`src/core/fir_consts.vh`:
```
// Purpose: constants for the flash identification and start address bank
// Assumes: word-indexed register map, avalon byte address is index times four
// Notes: identification fields are straps of the part, values arbitrary
//
// Overview of operation
// - id bits 1:0 give the supply class, 00 low voltage, 01 higher voltage.
// - id bit 2 is 0 for muxed bus, 1 for separate; bit 3 is 1 for dual die.
// - id bits 7:4 give density, 0000 for 128 Mb doubling up to 0101 for 4 Gb.
// - id bit 8 reads 0 for bottom boot area and 1 for top boot area.
// - the data buffer size register reads 0400h, two buffers of 512 words.
// - the boot buffer size register reads 0200h, one buffer of 512 words.
// - the buffer count register reads 0201h, two data and one boot buffer.
// - the technology register reads 0000h for slc, this part returns 0000h.
// - source block register holds a 9-bit block in bits 8:0, reset zero.
// - destination block register holds a 9-bit copy-back target block.
// - destination page in bits 7:2, sector in bit 0, bit 1 reserved, reset 0.
// - source page in bits 7:2 and source sector in bit 0, both reset zero.
// - start address locations two, five, six and seven are reserved.
// - the version location is reserved and holds nothing to rely on.
`ifndef FIR_CONSTS_VH
`define FIR_CONSTS_VH

// register indices (word order)
`define FIR_IDX_PART_CODE 16'hf001
`define FIR_IDX_VERSION 16'hf002
`define FIR_IDX_DATA_WORDS 16'hf003
`define FIR_IDX_BOOT_WORDS 16'hf004
`define FIR_IDX_BUF_COUNT 16'hf005
`define FIR_IDX_TECH 16'hf006
`define FIR_IDX_SRC_BLOCK 16'hf100
`define FIR_IDX_SPARE_TWO 16'hf101
`define FIR_IDX_DEST_BLOCK 16'hf102
`define FIR_IDX_DEST_PAGE 16'hf103
`define FIR_IDX_SPARE_FIVE 16'hf104
`define FIR_IDX_SPARE_SIX 16'hf105
`define FIR_IDX_SPARE_SEVEN 16'hf106
`define FIR_IDX_SRC_PAGE 16'hf107

// fixed read values
`define FIR_DATA_WORDS 16'h0400
`define FIR_BOOT_WORDS 16'h0200
`define FIR_BUF_COUNT 16'h0201
`define FIR_TECH_SLC 16'h0000
`define FIR_TECH_MLC 16'h0001
`define FIR_ZERO16 16'h0000
`define FIR_ZERO32 32'h0000_0000
`define FIR_RESP_OKAY 2'h0
`define FIR_RESP_DECODE 2'h3

// field layout
`define FIR_BLOCK_W 9
`define FIR_PAGE_W 6
`define FIR_PAGE_LSB 2
`define FIR_PAGE_MSB 7
`define FIR_SECTOR_BIT 0
`define FIR_RESET_BLOCK 9'h000
`define FIR_RESET_PAGE 6'h00
`define FIR_RESET_SECTOR 1'b0

// part code straps: supply, bus, die, density, boot location
`define FIR_SUPPLY_LOW 2'h0
`define FIR_SUPPLY_HIGH 2'h1
`define FIR_BUS_MUXED 1'b0
`define FIR_DIE_SINGLE 1'b0
`define FIR_DENSITY_256M 4'h1
`define FIR_BOOT_BOTTOM 1'b0
`define FIR_VERSION_CODE 16'h0000

`endif

```
`src/core/fir_regs.v`:
```
// Purpose: identification and start address register bank on avalon-mm
// Assumes: one 20 MHz clock, async active-high reset, 16-bit data in low bits
// Notes: answers every access one cycle after it is presented
`timescale 1ns/1ps
`default_nettype none
`include "fir_consts.vh"

module fir_regs #(
  parameter [1:0] SUPPLY_CLASS = `FIR_SUPPLY_LOW,
  parameter [0:0] SEPARATE_BUS = `FIR_BUS_MUXED,
  parameter [0:0] DUAL_DIE = `FIR_DIE_SINGLE,
  parameter [3:0] DENSITY = `FIR_DENSITY_256M,
  parameter [0:0] TOP_BOOT = `FIR_BOOT_BOTTOM,
  // version contents: arbitrary value
  parameter [15:0] VERSION_CODE = `FIR_VERSION_CODE
) (
  // clock and reset
  input wire clk,
  input wire rst,
  // avalon-mm slave
  input wire [17:0] address,
  input wire read,
  input wire write,
  input wire [31:0] writedata,
  input wire [3:0] byteenable,
  output reg [31:0] readdata,
  output wire waitrequest,
  output reg [1:0] response,
  // address fields to the operation logic
  output reg [8:0] source_block,
  output reg [5:0] source_page,
  output reg source_sector,
  output reg [8:0] dest_block,
  output reg [5:0] dest_page,
  output reg dest_sector
);

  reg done;
  wire [15:0] index;
  wire lo_en;
  wire hi_en;
  wire wr_now;
  reg [15:0] rd_word;
  reg hit;

  // word index from byte address; map lives at index*4
  assign index = address[17:2];
  assign lo_en = byteenable[0];
  assign hi_en = byteenable[1];
  // one wait cycle, then the access completes
  assign waitrequest = (read | write) & ~done;
  assign wr_now = write & done;

  // part code composed from straps
  function [15:0] fir_part_code;
    input dummy;
    begin
      fir_part_code = {7'h00, TOP_BOOT, DENSITY, DUAL_DIE, SEPARATE_BUS,
                       SUPPLY_CLASS};
    end
  endfunction

  // decode of read value and whether the index is mapped
  always @* begin
    rd_word = `FIR_ZERO16;
    hit = 1'b1;
    case (index)
      `FIR_IDX_PART_CODE: rd_word = fir_part_code(1'b0);
      `FIR_IDX_VERSION: rd_word = VERSION_CODE;
      `FIR_IDX_DATA_WORDS: rd_word = `FIR_DATA_WORDS;
      `FIR_IDX_BOOT_WORDS: rd_word = `FIR_BOOT_WORDS;
      `FIR_IDX_BUF_COUNT: rd_word = `FIR_BUF_COUNT;
      `FIR_IDX_TECH: rd_word = `FIR_TECH_SLC;
      `FIR_IDX_SRC_BLOCK: rd_word = {7'h00, source_block};
      `FIR_IDX_DEST_BLOCK: rd_word = {7'h00, dest_block};
      `FIR_IDX_DEST_PAGE: rd_word = {8'h00, dest_page, 1'b0,
                                     dest_sector};
      `FIR_IDX_SRC_PAGE: rd_word = {8'h00, source_page, 1'b0,
                                    source_sector};
      // reserved locations accept the access and read zero
      `FIR_IDX_SPARE_TWO, `FIR_IDX_SPARE_FIVE,
      `FIR_IDX_SPARE_SIX, `FIR_IDX_SPARE_SEVEN: rd_word = `FIR_ZERO16;
      default: hit = 1'b0;
    endcase
  end

  // handshake: done pulses on the second cycle of each access
  always @(posedge clk or posedge rst) begin
    if (rst) begin
      done <= 1'b0;
      readdata <= `FIR_ZERO32;
      response <= `FIR_RESP_OKAY;
    end else begin
      done <= (read | write) & ~done;
      if (read & ~done) begin
        readdata <= {`FIR_ZERO16, rd_word};
        // unmapped address answers decode error with zero data
        response <= hit ? `FIR_RESP_OKAY : `FIR_RESP_DECODE;
      end else if (write & ~done) begin
        response <= hit ? `FIR_RESP_OKAY : `FIR_RESP_DECODE;
      end
    end
  end

  // writable address fields; read-only indices fall through untouched
  always @(posedge clk or posedge rst) begin
    if (rst) begin
      source_block <= `FIR_RESET_BLOCK;
      source_page <= `FIR_RESET_PAGE;
      source_sector <= `FIR_RESET_SECTOR;
      dest_block <= `FIR_RESET_BLOCK;
      dest_page <= `FIR_RESET_PAGE;
      dest_sector <= `FIR_RESET_SECTOR;
    end else if (wr_now) begin
      case (index)
        `FIR_IDX_SRC_BLOCK: begin
          if (lo_en) source_block[7:0] <= writedata[7:0];
          if (hi_en) source_block[8] <= writedata[8];
        end
        `FIR_IDX_DEST_BLOCK: begin
          if (lo_en) dest_block[7:0] <= writedata[7:0];
          if (hi_en) dest_block[8] <= writedata[8];
        end
        `FIR_IDX_DEST_PAGE: begin
          if (lo_en) begin
            dest_page <= writedata[`FIR_PAGE_MSB:`FIR_PAGE_LSB];
            dest_sector <= writedata[`FIR_SECTOR_BIT];
          end
        end
        `FIR_IDX_SRC_PAGE: begin
          if (lo_en) begin
            source_page <= writedata[`FIR_PAGE_MSB:`FIR_PAGE_LSB];
            source_sector <= writedata[`FIR_SECTOR_BIT];
          end
        end
        default: ;
      endcase
    end
  end

endmodule
`default_nettype wire

```
`config.mk`:
```
export PLATFORM = sky130hd
export DESIGN_NAME = fir_regs
export DESIGN_NICKNAME = d
export VERILOG_FILES = /design/src/core/fir_regs.v
export VERILOG_INCLUDE_DIRS = /design/src /design/src/core
export SDC_FILE = /design/constraint.sdc
export NUM_CORES = 1
export LEC_CHECK = 0
export BUFFER_PORTS_ARGS = -buffer_cell sky130_fd_sc_hd__buf_2
export CAP_MARGIN = 15
export CORE_ASPECT_RATIO = 1.25
export CORE_UTILIZATION = 32
export CTS_CLUSTER_DIAMETER = 120
export DETAILED_ROUTE_END_ITERATION = 10
export GPL_TIMING_DRIVEN = 0
export SLEW_MARGIN = 10
export SYNTH_ARGS = -nofsm -noshare
export SYNTH_HDL_FRONTEND = slang
export SYNTH_SLANG_ARGS = --single-unit
```
`constraint.sdc`:
```
create_clock -name clk -period 1.6 [get_ports clk]
set_clock_uncertainty 0.05 [all_clocks]
set_input_delay 0.08 -clock clk [delete_from_list [all_inputs] [get_ports clk]]
set_output_delay 0.08 -clock clk [all_outputs]
set_load 0.005 [all_outputs]
```
==> results.py <==
metrics = {
    "run_status": {
        "status": "complete, but fails checks",
        "violations": "negative setup slack",
    },
    "layout": {
        "fin_nets": 374,
        "drive_gt1_share_pct": 53.0,
        "multi_input_area_sq_um": 1120,
        "area.growth.synth_to_final_pct": 37.3,
        "register_area_sq_um": 1130,
        "finalNonFillerCells": 407,
        "antennaDiodeCount": 0,
        "fillerInstances": 714,
    },
    "worst_setup_path": {
        "critPathMaxFanout": 8,
        "critPathArrivalTime_ns": 1.79,
        "r2r_end": "source_block[6]",
        "worst_setup_path_start_kind": "input pin",
        "r2r_cells": 4,
        "crit_type": "input pin to register",
        "end_kind": "register",
        "cp.required_ns": 1.73,
        "rr_startpoint": "done",
        "r2r_slack_ns": -0.04,
    },
    "worst_hold_path": {
        "hold_class": "input pin to register",
        "holdPathEnd": "source_sector",
        "hold_start": "writedata[0]",
        "whs_path_depth": 2,
    },
    "logic_synthesis": {
        "synth_edf_count": 0,
        "ys.flop_type": "dfrtp_1",
        "yosys.area.top_type_share_pct": 47.7,
        "netlist_instances": 204,
        "synth-async-reset-ratio_pct": 100,
        "syn_area_sq_um": 2360,
        "ys_seq_area_share_pct": 47.7,
        "ys_ff_latch": 45,
        "ys_warn_count": 0,
        "synthMostInstantiatedCell": "dfrtp_1",
        "synth_area_leaders": "dfrtp_1, mux2_2, buf_4",
        "ys_types": 40,
        "avgSynthCellArea_sq_um": 11.6,
        "synth_top_area_cell": "dfrtp_1",
        "ys_top_cells_by_count": "dfrtp_1, mux2_2, buf_4, a31oi_1",
    },
    "clock_network": {
        "htreeDepth": 2,
        "cts-root-buf": "clkbuf_8",
        "clk_pin_slew_ns": 0.08,
        "clock_sinks": 45,
        "clock_path_buffers": 2,
        "cts_buffers": 5,
        "tritoncts": "done",
        "clk_latency_ns": 0.29,
    },
    "sta": {
        "tightest_slew_ns": 0.613,
        "period_needed_ns": 1.66,
        "rsz0062_at_grt": "true",
        "finalSetupViolCount": 18,
        "fmax_ghz": 0.604,
        "period_share_pct": 104,
        "slew_viol_final": 0,
        "maxSlewHeadroom_pct": 59.1,
        "setup_ws_ns": -0.0566,
        "hold_violations": 0,
        "holdWs_ns": 0.0150,
    },
    "detailed_routing": {
        "routedWlPerCell_microns": 15.4,
        "avgViaCountPerCell": 4.77,
        "drc_errors": 0,
        "drt_iter0_drc": 67,
        "ant_nets": 0,
        "via_count": 1941,
        "routed_wl_mm": 6.28,
        "first_pass_iters": 4,
    },
    "die": {
        "die_height_microns": 98.0,
        "die_x_microns": 78.8,
        "placeableCoreArea_sq_um": 7060,
        "row_count": 34,
        "start_util_pct": 33.4,
        "dieArea_sq_um": 7720,
        "pin_count": 125,
    },
    "power": {
        "power.density_nw_per_um2": 700,
        "ir_drop_uv": 343,
        "cellLeakagePower_nw": 1.73,
    },
    "place": {
        "dp_cells": 389,
        "place.gp.congestion": 0.736,
        "dp_hpwl_mm": 4.26,
        "portBuffers": 74,
    },
    "global_route": {
        "grt_pass1_vias": 1876,
        "globalRouteOverflowTotal": 0,
        "track_usage_pct": 16.8,
        "antenna_found_initial": 0,
        "grt_start_max_net_pins": 33,
        "grt_pass1_wl_mm": 9.74,
    },
    "run": {
        "drv_cap": 0,
    },
}
==> power breakdown <==
part / internal, W / total [W] / switching [W]
clock network: 0.000391 / 0.000773 / 0.000382
registers: 0.00117 / 0.00118 / 0.0000165
logic: 0.000143 / 0.000312 / 0.000169
total: 0.00170 / 0.00227 / 0.000567
==> cell families after synthesis <==
group | count (synthesis) | synth area share, %
flip-flops | 45 | 47.7
AO/OA/AOI/OAI | 24 | 7.21
other | 1 | 0.159
multiplexers | 41 | 19.5
AND/OR/NAND/NOR | 54 | 14.8
XOR/XNOR | 1 | 0.371
buffers and inverters | 38 | 10.3
==> registers in the layout, summed over array words and instances, names as in the netlist <==
name           count
response           1
source_sector      1
dest_sector        1
source_block       9
dest_page          6
done               1
source_page        6
dest_block         9
readdata          11
==> per-stage QoR <==
stage          setup slack [ns]  util [%]  area [sq um]  total power, W  TNS, ns
2_1_floorplan            -0.163         -          2440         0.00137    -3.27
3_3_place_gp             -0.621      41.5          2930         0.00149   -29.97
3_5_place_dp             -0.664      41.7          2950         0.00150   -19.79
4_1_cts                 -0.0971      44.8          3160         0.00231    -1.94
5_1_grt                  -0.105      45.9          3240         0.00238    -2.60
6_report                -0.0566      45.9          3240         0.00227   -0.738
==> cell type report <==
type                            count  area share [%]
Tap cell                           90            3.47
Timing Repair Buffer               86            15.9
Sequential cell                    45            34.7
Buffer                             36            7.95
Clock inverter                      1           0.154
Clock buffer                        7            2.97
Multi-Input combinational cell    141            34.7
Inverter                            1           0.116
==> placed cells by master, fill, tap and decap left out, drive strengths merged, types with 2 or more instances in the layout <==
cell type / instances
nor2b: 2
dlygate4sd3: 6
conb: 21
nand4: 5
buf: 108
mux2: 39
a31oi: 13
nor3b: 2
o31ai: 2
nand2: 6
nand4b: 2
and3: 4
clkbuf: 15
mux2i: 2
nor2: 12
dfrtp: 45
nand3: 12
a22oi: 2
==> worst max path at each step <==
stage | cells past startpoint | endpoint | start | slack, ns
after global routing | 6 | dest_block[6] | address[6] | -0.11
after CTS | 6 | source_block[7] | address[6] | -0.1
after detailed placement | 5 | dest_block[3] | address[3] | -0.66
after floorplan | 5 | source_block[0] | address[6] | -0.16
after global placement | 5 | dest_block[2] | address[3] | -0.62
final | 6 | source_block[6] | address[6] | -0.06
==> timing repair <==
item / in CTS / in global routing
hold buffers: 6 / 0
buffers inserted: 4 / 0
hold endpoints to repair: 27 / 0
pin swaps: 3 / 3
cloned: 0 / 1
endpoints found under the setup margin: 40 / 42
resized for setup: 8 / 15
==> per-layer routing <==
layer	wire length (microns)	track usage, %	vias up
li1	-	-	934
met1	2550	20.7	903
met2	3060	28.2	94
met3	500	4.11	10
met4	167	6.13	0
met5	0	0	-
==> critical path: stages <==
cell	delay, ns
buf_6	0.09
or4_4	0.54
nor4_4	0.30
and4b_1	0.29
buf_8	0.18
mux2_4	0.31
Power figures use the tool's default switching activity.
